## config.mk

```make
export PLATFORM = sky130hd
export DESIGN_NAME = ecr_top
export DESIGN_NICKNAME = d
export VERILOG_FILES = /design/src/ecr_pkg.sv /design/src/ecr_top.sv
export SDC_FILE = /design/constraint.sdc
export NUM_CORES = 1
export LEC_CHECK = 0
export ABC_AREA = 1
export ABC_CLOCK_PERIOD_IN_PS = 2330
export CORE_MARGIN = 4
export CORE_UTILIZATION = 51
export CTS_CLUSTER_SIZE = 20
export DETAILED_ROUTE_END_ITERATION = 10
export DONT_BUFFER_PORTS = 1
export PLACE_DENSITY = 0.69
export SYNTH_ARGS = -nofsm -noshare
export SYNTH_HDL_FRONTEND = slang
export SYNTH_SLANG_ARGS = --single-unit
```

## constraint.sdc

```tcl
create_clock -name mclk_i -period 2.33 [get_ports mclk_i]
set_input_delay 0.1165 -clock mclk_i [delete_from_list [all_inputs] [get_ports mclk_i]]
set_output_delay 0.1165 -clock mclk_i [all_outputs]
set_load 0.01 [all_outputs]
```

## src/ecr_pkg.sv

```systemverilog
// ecr_pkg: constants and types for the ethernet clock and reset control block
// assumes one 125 MHz system clock; slower clocks are one-cycle enable pulses
// Summary of operation
// - low-latency variant drops receive fifos, leaving two datapath domains
// - transmit clock output follows transmit serdes reference, times tx stream
// - low-latency receive stream runs on recovered clock, unrelated to tx
// - 32-bit 10G variant keeps structure, stream clock at 312.5 MHz
// - mac-only uses one core clock, at least 156.25 MHz, for everything
// - negotiation and training exist only with BASE-KR, own clock domains
// - manchester frame on tx serdes clock, receive side on recovered clock
// - negotiation machine and abilities on negotiation clock, told its rate
// - stable helper clock, typically 75 MHz, helpers told its real rate
// - transceiver reset async active high, internal resets self-sequenced
// - transmit path reset affects only the transmit path
// - receive path reset affects only the receive path
// - sequencer lets all three resets release in one cycle safely

package ecr_pkg;

  localparam int         MCLK_MHZ      = 125;
  localparam logic [7:0] MCLK_MHZ8     = 8'(MCLK_MHZ);
  localparam logic [7:0] HLP_MHZ_TYP   = 8'h4B;
  localparam logic [6:0] PLL_RST_US    = 7'h02;
  localparam logic [6:0] LOCK_TMO_US   = 7'h64;
  localparam logic [9:0] NEG_MS_US     = 10'h3E8;
  localparam int         PATH_HOLD_NS  = 64;
  localparam logic [3:0] PATH_HOLD_CYC = 4'((PATH_HOLD_NS * MCLK_MHZ + 999) / 1000);
  localparam logic [1:0] DOM_LOWLAT    = 2'h2;
  localparam logic [1:0] DOM_FIFO      = 2'h3;

  typedef enum logic [1:0] {SRC_TXREF, SRC_RXREC, SRC_CORE} ecr_src_t;
  typedef enum logic [1:0] {RATE_156, RATE_312, RATE_390} ecr_rate_t;
  typedef enum logic [2:0] {SQ_PLLRST, SQ_LOCK, SQ_TXUP, SQ_CDR, SQ_RUN} ecr_seq_t;

endpackage : ecr_pkg

```

## src/ecr_top.sv

```systemverilog
// ecr_top: reset sequencing and clock-domain steering for the ethernet subsystem
// reset and lock pins are asynchronous; configuration comes from mclk_i logic
`timescale 1ns/1ps
`default_nettype none

module ecr_top (
  // clock and reset
  input  wire logic                mclk_i,
  input  wire logic                rst_i,
  // asynchronous pins
  input  wire logic                transceiver_reset_i,
  input  wire logic                tx_reset_i,
  input  wire logic                rx_reset_i,
  input  wire logic                pll_lock_i,
  input  wire logic                cdr_lock_i,
  // variant configuration
  input  wire logic                cfg_low_lat_i,
  input  wire logic                cfg_mac_only_i,
  input  wire logic                cfg_kr_i,
  input  wire logic                cfg_w32_i,
  input  wire logic                cfg_r25_i,
  input  wire logic [7:0]          hlp_mhz_i,
  input  wire logic [7:0]          neg_mhz_i,
  input  wire logic [15:0]         ability_i,
  // transceiver sequencing
  output logic                     xcvr_pll_rst_o,
  output logic                     xcvr_tx_rst_o,
  output logic                     xcvr_rx_rst_o,
  output logic                     xcvr_done_o,
  // path resets
  output logic                     tx_path_rst_o,
  output logic                     rx_path_rst_o,
  // rate enables
  output logic                     hlp_tick_o,
  output logic                     us_tick_o,
  output logic                     neg_tick_o,
  output logic                     neg_ms_tick_o,
  output logic [15:0]              neg_ability_o,
  // domain steering
  output logic                     rx_fifo_en_o,
  output logic [1:0]               dp_domains_o,
  output var ecr_pkg::ecr_src_t    tx_stream_src_o,
  output var ecr_pkg::ecr_src_t    rx_stream_src_o,
  output var ecr_pkg::ecr_rate_t   stream_rate_o,
  output logic                     an_lt_en_o,
  output logic                     dme_tx_en_o,
  output logic                     an_rx_en_o,
  output var ecr_pkg::ecr_src_t    dme_src_o,
  output var ecr_pkg::ecr_src_t    an_rx_src_o
);
  import ecr_pkg::*;

  typedef struct packed {
    logic [4:0]  sy0;
    logic [4:0]  sy1;
    logic [7:0]  hacc;
    logic        htick;
    logic [7:0]  ucnt;
    logic        utick;
    logic [7:0]  nacc;
    logic        ntick;
    logic [7:0]  nucnt;
    logic [9:0]  mcnt;
    logic        mtick;
    logic [15:0] abil;
    ecr_seq_t    seq;
    logic [6:0]  tmr;
    logic        pll;
    logic        xtx;
    logic        xrx;
    logic        done;
    logic [3:0]  txh;
    logic [3:0]  rxh;
    logic        txr;
    logic        rxr;
    logic        ll;
    logic        mo;
    logic        kr;
    logic        w32;
    logic        r25;
    logic        fifo;
    logic [1:0]  dom;
    ecr_src_t    txsrc;
    ecr_src_t    rxsrc;
    ecr_rate_t   rate;
    logic        anen;
    logic        differential_manchester_frame;
    logic        anrx;
  } ecr_st_t;

  ecr_st_t st_ff;
  ecr_st_t nxt_st;

  // synchronised pin levels, second stage only
  logic xr_s;
  logic tr_s;
  logic rr_s;
  logic pl_s;
  logic cd_s;
  assign xr_s = st_ff.sy1[4];
  assign tr_s = st_ff.sy1[3];
  assign rr_s = st_ff.sy1[2];
  assign pl_s = st_ff.sy1[1];
  assign cd_s = st_ff.sy1[0];

  // fractional divider: mean tick rate is mhz out of MCLK_MHZ; {tick, acc}
  function automatic logic [8:0] acc_step(input logic [7:0] acc,
                                          input logic [7:0] mhz);
    logic [8:0] sum;
    sum = {1'b0, acc} + {1'b0, mhz};
    if (mhz >= MCLK_MHZ8) begin
      acc_step = 9'h100;
    end else if (sum >= {1'b0, MCLK_MHZ8}) begin
      acc_step = {1'b1, 8'(sum - {1'b0, MCLK_MHZ8})};
    end else begin
      acc_step = {1'b0, sum[7:0]};
    end
  endfunction : acc_step

  always_comb begin
    nxt_st = st_ff;
    nxt_st.sy0 = {transceiver_reset_i, tx_reset_i, rx_reset_i, pll_lock_i, cdr_lock_i};
    nxt_st.sy1 = st_ff.sy0;

    {nxt_st.htick, nxt_st.hacc} = acc_step(st_ff.hacc, hlp_mhz_i);
    nxt_st.utick = 1'b0;
    if (st_ff.htick) begin
      if (st_ff.ucnt + 8'h01 >= hlp_mhz_i) begin
        nxt_st.ucnt  = 8'h00;
        nxt_st.utick = 1'b1;
      end else begin
        nxt_st.ucnt = st_ff.ucnt + 8'h01;
      end
    end

    // negotiation timers from its told rate
    {nxt_st.ntick, nxt_st.nacc} = acc_step(st_ff.nacc, neg_mhz_i);
    nxt_st.mtick = 1'b0;
    if (st_ff.ntick) begin
      nxt_st.abil = ability_i;
      if (st_ff.nucnt + 8'h01 >= neg_mhz_i) begin
        nxt_st.nucnt = 8'h00;
        if (st_ff.mcnt + 10'h001 >= NEG_MS_US) begin
          nxt_st.mcnt  = 10'h000;
          nxt_st.mtick = 1'b1;
        end else begin
          nxt_st.mcnt = st_ff.mcnt + 10'h001;
        end
      end else begin
        nxt_st.nucnt = st_ff.nucnt + 8'h01;
      end
    end

    if (st_ff.utick) begin
      nxt_st.tmr = st_ff.tmr + 7'h01;
    end
    case (st_ff.seq)
      SQ_PLLRST: begin
        // variant straps are only taken while the transceiver is held
        nxt_st.ll  = cfg_low_lat_i;
        nxt_st.mo  = cfg_mac_only_i;
        nxt_st.kr  = cfg_kr_i;
        nxt_st.w32 = cfg_w32_i;
        nxt_st.r25 = cfg_r25_i;
        if (st_ff.tmr >= PLL_RST_US) begin
          nxt_st.seq = SQ_LOCK;
          nxt_st.tmr = 7'h00;
        end
      end
      SQ_LOCK: begin
        if (pl_s) begin
          nxt_st.seq = SQ_TXUP;
        end else if (st_ff.tmr >= LOCK_TMO_US) begin
          nxt_st.seq = SQ_PLLRST;
          nxt_st.tmr = 7'h00;
        end
      end
      SQ_TXUP: begin
        nxt_st.seq = SQ_CDR;
      end
      SQ_CDR: begin
        if (!pl_s) begin
          nxt_st.seq = SQ_PLLRST;
          nxt_st.tmr = 7'h00;
        end else if (cd_s) begin
          nxt_st.seq = SQ_RUN;
        end
      end
      SQ_RUN: begin
        if (!pl_s) begin
          nxt_st.seq = SQ_PLLRST;
          nxt_st.tmr = 7'h00;
        end
      end
      default: begin
        nxt_st.seq = SQ_PLLRST;
        nxt_st.tmr = 7'h00;
      end
    endcase
    if (xr_s) begin
      nxt_st.seq = SQ_PLLRST;
      nxt_st.tmr = 7'h00;
    end
    nxt_st.pll  = (nxt_st.seq == SQ_PLLRST);
    nxt_st.xtx  = (nxt_st.seq == SQ_PLLRST) || (nxt_st.seq == SQ_LOCK);
    nxt_st.xrx  = (nxt_st.seq != SQ_RUN);
    nxt_st.done = (nxt_st.seq == SQ_RUN);

    // transmit path reset, own cause only
    if (tr_s || st_ff.xtx) begin
      nxt_st.txh = PATH_HOLD_CYC;
      nxt_st.txr = 1'b1;
    end else begin
      nxt_st.txr = (st_ff.txh != 4'h0);
      if (st_ff.txh != 4'h0) begin
        nxt_st.txh = st_ff.txh - 4'h1;
      end
    end
    // receive path reset, own cause only
    if (rr_s || st_ff.xrx) begin
      nxt_st.rxh = PATH_HOLD_CYC;
      nxt_st.rxr = 1'b1;
    end else begin
      nxt_st.rxr = (st_ff.rxh != 4'h0);
      if (st_ff.rxh != 4'h0) begin
        nxt_st.rxh = st_ff.rxh - 4'h1;
      end
    end

    // no receive fifo in low latency
    nxt_st.fifo = !st_ff.ll;
    nxt_st.dom  = st_ff.ll ? DOM_LOWLAT : DOM_FIFO;
    nxt_st.txsrc = st_ff.mo ? SRC_CORE : SRC_TXREF;
    if (st_ff.mo) begin
      nxt_st.rxsrc = SRC_CORE;
    end else if (st_ff.ll) begin
      nxt_st.rxsrc = SRC_RXREC;
    end else begin
      nxt_st.rxsrc = SRC_TXREF;
    end
    if (st_ff.w32) begin
      nxt_st.rate = RATE_312;
    end else if (st_ff.r25 && !st_ff.mo) begin
      nxt_st.rate = RATE_390;
    end else begin
      nxt_st.rate = RATE_156;
    end
    nxt_st.anen = st_ff.kr && !st_ff.mo;
    // frame sender waits for tx side
    nxt_st.differential_manchester_frame  = st_ff.anen && !st_ff.xtx;
    nxt_st.anrx = st_ff.anen && !st_ff.xrx;

    if (rst_i) begin
      nxt_st      = '0;
      nxt_st.pll  = 1'b1;
      nxt_st.xtx  = 1'b1;
      nxt_st.xrx  = 1'b1;
      nxt_st.txr  = 1'b1;
      nxt_st.rxr  = 1'b1;
      nxt_st.fifo = 1'b1;
      nxt_st.dom  = DOM_FIFO;
    end
  end

  always_ff @(posedge mclk_i) begin
    st_ff <= nxt_st;
  end

  assign xcvr_pll_rst_o  = st_ff.pll;
  assign xcvr_tx_rst_o   = st_ff.xtx;
  assign xcvr_rx_rst_o   = st_ff.xrx;
  assign xcvr_done_o     = st_ff.done;
  assign tx_path_rst_o   = st_ff.txr;
  assign rx_path_rst_o   = st_ff.rxr;
  assign hlp_tick_o      = st_ff.htick;
  assign us_tick_o       = st_ff.utick;
  assign neg_tick_o      = st_ff.ntick;
  assign neg_ms_tick_o   = st_ff.mtick;
  assign neg_ability_o   = st_ff.abil;
  assign rx_fifo_en_o    = st_ff.fifo;
  assign dp_domains_o    = st_ff.dom;
  assign tx_stream_src_o = st_ff.txsrc;
  assign rx_stream_src_o = st_ff.rxsrc;
  assign stream_rate_o   = st_ff.rate;
  assign an_lt_en_o      = st_ff.anen;
  assign dme_tx_en_o     = st_ff.differential_manchester_frame;
  assign an_rx_en_o      = st_ff.anrx;
  assign dme_src_o       = SRC_TXREF;
  assign an_rx_src_o     = SRC_RXREC;

  property p_lowlat;
    @(posedge mclk_i) disable iff (rst_i)
      st_ff.ll |=> !rx_fifo_en_o && dp_domains_o == DOM_LOWLAT;
  endproperty
  a_lowlat: assert property (p_lowlat) else $error("fifo kept in low latency");

  property p_txsrc;
    @(posedge mclk_i) disable iff (rst_i)
      !st_ff.mo |=> tx_stream_src_o == SRC_TXREF;
  endproperty
  a_txsrc: assert property (p_txsrc) else $error("tx stream not on reference");

  property p_rxsrc;
    @(posedge mclk_i) disable iff (rst_i)
      st_ff.ll && !st_ff.mo |=> rx_stream_src_o == SRC_RXREC;
  endproperty
  a_rxsrc: assert property (p_rxsrc) else $error("rx stream not recovered");

  property p_rate32;
    @(posedge mclk_i) disable iff (rst_i)
      st_ff.w32 |=> stream_rate_o == RATE_312;
  endproperty
  a_rate32: assert property (p_rate32) else $error("narrow rate wrong");

  property p_core;
    @(posedge mclk_i) disable iff (rst_i)
      st_ff.mo |=> tx_stream_src_o == SRC_CORE && rx_stream_src_o == SRC_CORE;
  endproperty
  a_core: assert property (p_core) else $error("mac-only not on core");

  property p_kronly;
    @(posedge mclk_i) disable iff (rst_i)
      !an_lt_en_o |-> !dme_tx_en_o && !an_rx_en_o;
  endproperty
  a_kronly: assert property (p_kronly) else $error("negotiation without option");

  property p_dme;
    @(posedge mclk_i) disable iff (rst_i)
      dme_tx_en_o |-> $past(!xcvr_tx_rst_o);
  endproperty
  a_dme: assert property (p_dme) else $error("frame sent under tx reset");

  property p_seq;
    @(posedge mclk_i) disable iff (rst_i)
      xcvr_done_o |-> !xcvr_pll_rst_o && !xcvr_tx_rst_o && !xcvr_rx_rst_o;
  endproperty
  a_seq: assert property (p_seq) else $error("done with reset held");

  property p_txiso;
    @(posedge mclk_i) disable iff (rst_i)
      $rose(tx_path_rst_o) |-> $past(tr_s || xcvr_tx_rst_o);
  endproperty
  a_txiso: assert property (p_txiso) else $error("tx reset from foreign cause");

  property p_rxiso;
    @(posedge mclk_i) disable iff (rst_i)
      $rose(rx_path_rst_o) |-> $past(rr_s || xcvr_rx_rst_o);
  endproperty
  a_rxiso: assert property (p_rxiso) else $error("rx reset from foreign cause");

  property p_hold;
    @(posedge mclk_i) disable iff (rst_i)
      $fell(tx_path_rst_o) |-> !$past(xcvr_tx_rst_o, 8) && $past(xcvr_tx_rst_o) == 1'b0;
  endproperty
  a_hold: assert property (p_hold) else $error("tx released too early");

  property p_sync;
    @(posedge mclk_i) disable iff (rst_i)
      tx_reset_i |-> ##3 tx_path_rst_o;
  endproperty
  a_sync: assert property (p_sync) else $error("tx reset not taken");

  c_run:    cover property (@(posedge mclk_i) disable iff (rst_i) $rose(xcvr_done_o));
  c_txonly: cover property (@(posedge mclk_i) disable iff (rst_i)
                            tx_path_rst_o && !rx_path_rst_o);
  c_dme:    cover property (@(posedge mclk_i) disable iff (rst_i) $rose(dme_tx_en_o));

endmodule : ecr_top

`default_nettype wire

```

==> results.json <==
{
  "rsz0062_at_grt": "true",
  "ys_seq_area_share_pct": 35.3,
  "power.clock.fraction_pct": 30.5,
  "yosysWarnings": 0,
  "firstDrtPassIters": 4,
  "ir_worst_vdd_v": 0.000445,
  "dp_hpwl_mm": 9.93,
  "synth.most_common_cell": "nand2_1",
  "grtUsageMet3_pct": 3.44,
  "crit_slowest_cell": "dfxtp_4",
  "coreArea_um2": 11700,
  "p_sw_share_pct": 34.0,
  "worst-path-max-fanout": 5,
  "dp_cells": 968,
  "drv_cap": 0,
  "wire_per_inst_um": 13.5,
  "clockBufferDepth": 2,
  "start_kind": "flop",
  "finalClockSkew_ns": 0.00776,
  "root_buffer": "clkbuf_16",
  "cts_tree": "built",
  "fin_setup_tns_ns": -1.93,
  "clkLatencyLatePin_ns": 0.35,
  "nNetsFinal": 973,
  "chipHeight_um": 118,
  "grt_pass1_vias": 5095,
  "min_path_type": "input pin to flop",
  "top_usage_layer": "met2",
  "yosys-top-cells-area": "dfxtp_1 35%, ha_1 9.3%, nand2_1 8.6%, nor2_1 7.5%, inv_1 6.8%",
  "cts.sinks": 109,
  "clkTransAtPathRegs_ns": 0.07,
  "synth.distinct_cells": 47,
  "required_ns": 2.62,
  "violations": "setup timing",
  "min_delay_path_depth": 4,
  "final-instance-count-excl-fill": 1029,
  "setup-violations-final": 19,
  "ys_ff_latch": 109,
  "end_kind": "flop",
  "synth_top_cell_area_share_pct": 35.3,
  "wl_mm": 13.9,
  "worstMarginPinSlew_ns": 0.568,
  "final-hold-violation-count": 0,
  "p_int_uw": 3620,
  "stdcell_area_um2": 7370,
  "numCtsBuffers": 9,
  "vias_per_cell": 5.18,
  "reg2reg_to": "st_ff[63]$_SDFFE_PP0P_",
  "grtUsageMet1_pct": 23.1,
  "min-delay-start": "rst_i",
  "p_comb_share_pct": 31.3,
  "arrival_ns": 2.75,
  "hold_end": "st_ff[65]$_SDFFE_PP0P_",
  "antenna_found_initial": 0,
  "synthTopCellsByCount": "141 x nand2_1, 123 x nor2_1, 112 x inv_1",
  "final_layout_size_suffix_gt1_share_pct": 17.0,
  "r2r-start": "st_ff[68]$_SDFFE_PP0P_",
  "syn_area_um2": 6190,
  "fmax_mhz": 408,
  "grtUsageTotal_pct": 19.2,
  "htree_num_levels": 3,
  "drv_slew": 0,
  "die-area_um2": 14000,
  "pin_count": 86,
  "drt_iter0_drc": 227,
  "grt_util_met2_pct": 34.4,
  "status": "finished, violations left",
  "powerDensity_nw_per_um2": 745,
  "r2r_slack_ns": -0.12,
  "setup_slack_ns": -0.120,
  "grt_max_degree": 38,
  "power_switching_uw": 1870,
  "yosysTopAreaCell": "dfxtp_1",
  "sequentialPowerShare_pct": 38.2,
  "num_rows": 39,
  "r2r_cells": 14,
  "area_growth_pct": 19.1,
  "portBuffers": 0,
  "grt_overflow": 0,
  "routabilityCongestion": 0.847,
  "power_uw": 5490,
  "cpPeakStageDelay_ns": 0.38,
  "drc": 0,
  "start_util_pct": 53.1,
  "grt_pass1_wl_mm": 22.9,
  "placed_area_um2": 6310,
  "fill_cells": 994,
  "dp_slack_ns": -0.251,
  "max_slew_margin_pct": 62.1,
  "postRouteAntennaNets": 0,
  "syn_inst": 837,
  "postSynth.asyncResetShare_pct": 0,
  "p_leak_uw": 0.00343,
  "fin_crit_ns": 2.45,
  "cp_cell_sequence": "nand3_4 -> nand3b_1 -> nor3b_2 -> xor2_1 -> ha_1 -> nand2_2 -> nor2_2 -> nand4_1 -> o2111ai_2 -> buf_6 -> a21oi_4 -> buf_6 -> nand2_2 -> nand2_1",
  "avgSynthCellArea_um2": 7.39,
  "synth_edf_count": 0,
  "fp.dieW_um": 118,
  "criticalPathCategory": "flop to flop",
  "synth-main-ff-cell": "dfxtp_1",
  "layout_worst_path_cycle_share_pct": 105,
  "via_count": 5335,
  "n_antenna_cell": 0
}
[layout make-up]
cell class	count	area, um^2	share of cell area [%]
flip-flops and latches	109	2200	29.8
clock buffers	9	225	3.06
well taps	143	179	2.43
multi-input cells	570	3580	48.6
repair buffers	68	616	8.35
inverters	123	464	6.30
clock inverters	7	104	1.41
[routing by layer]
metal / part of all wire, % / wire length (um)
met1: 44 / 6160
met2: 50 / 6980
met3: 3.8 / 525
met4: 1.7 / 233
met5: 0 / 0
[placed cells by master (no fill, tap or decap), types with 3 or more instances in the layout]
cell / n
nand2_1: 122
nor2_1: 117
inv_1: 110
dfxtp_1: 103
ha_1: 41
nand3_1: 36
a21oi_1: 35
buf_4: 33
o21ai_0: 31
dlygate4sd3_1: 28
xor2_1: 24
nand4_1: 23
nand2_2: 22
nor3_1: 15
nand3b_1: 12
a21oi_2: 10
xnor2_1: 9
clkbuf_16: 9
inv_2: 8
nor2_2: 6
conb_1: 6
buf_6: 6
nand3_2: 5
nor2_4: 5
a22oi_2: 5
o21a_1: 5
clkinv_1: 4
nand3_4: 3
ha_4: 3
inv_6: 3
dfxtp_4: 3
dfxtp_2: 3
[how the worst max path moves through the flow]
stage	start	end	slack (ns)	depth (start not counted)
global placement	st_ff[68]$_SDFFE_PP0P_	st_ff[62]$_SDFFE_PP0P_	-0.08	13
CTS	st_ff[68]$_SDFFE_PP0P_	st_ff[59]$_SDFFE_PP0P_	-0.05	14
detailed placement	st_ff[68]$_SDFFE_PP0P_	st_ff[64]$_SDFFE_PP0P_	-0.25	13
floorplan	st_ff[68]$_SDFFE_PP0P_	st_ff[58]$_SDFFE_PP0P_	0.01	13
global route	st_ff[69]$_SDFFE_PP0P_	st_ff[66]$_SDFFE_PP0P_	-0.28	14
finish	st_ff[68]$_SDFFE_PP0P_	st_ff[63]$_SDFFE_PP0P_	-0.12	14
[worst max-delay path, delay by kind of cell, from the launching register on]
family | cells | cell delay, ns
simple gates | 8 | 0.85
flops | 1 | 0.38
buf+inv | 2 | 0.33
fa+ha+maj | 1 | 0.30
compound gates | 2 | 0.28
xor+xnor | 1 | 0.24
[state kept, by name (all words and copies together) (netlist names)]
register,count
an_lt_en_o,1
an_rx_en_o,1
cd_s,1
dme_tx_en_o,1
hlp_tick_o,1
neg_ability_o,16
neg_ms_tick_o,1
neg_tick_o,1
pl_s,1
rr_s,1
rx_fifo_en_o,1
rx_path_rst_o,1
rx_stream_src_o,1
st_ff,72
stream_rate_o,2
tx_path_rst_o,1
tx_stream_src_o,1
us_tick_o,1
xcvr_done_o,1
xcvr_pll_rst_o,1
xcvr_rx_rst_o,1
xcvr_tx_rst_o,1
[cell families (layout without fill, tap and decap cells)]
family	after synthesis	count (layout)	synth area share [%]
AOI/OAI and AO/OA	100	100	9.18
xor gates and xnor gates	36	36	5.22
DFF	109	109	35.3
adders and majority gates	48	48	9.95
and+or+nand+nor	379	380	28.7
buffers and inverters	163	207	11.6
other	2	6	0.121
[per-stage QoR]
stage / hold slack, ns / util [%]
detailed placement: 0.195 / 54.1
global placement: 0.194 / 54.1
global route: 0.0425 / 63.2
finish: 0.0484 / 63.2
CTS: 0.0283 / 60.4
floorplan: 0.223 / -
[power by group through the flow]
stage | clock network, uW | registers (uW) | logic (uW)
after global placement | 0 | 2120 | 1460
final | 1670 | 2100 | 1720
after CTS | 1710 | 2090 | 1580
after global routing | 1790 | 2110 | 1910
after detailed placement | 0 | 2130 | 1500
after floorplan | 0 | 2080 | 1300
[what timing repair did]
item | CTS | global route
resized for setup | 29 | 56
cloned | 1 | 1
pin swaps | 8 | 32
hold endpoints to repair | 61 | 0
endpoints found under the setup margin | 26 | 46
hold buffers | 29 | 0
setup buffers | 1 | 13
Note: power is estimated with default switching activity, not from simulation.
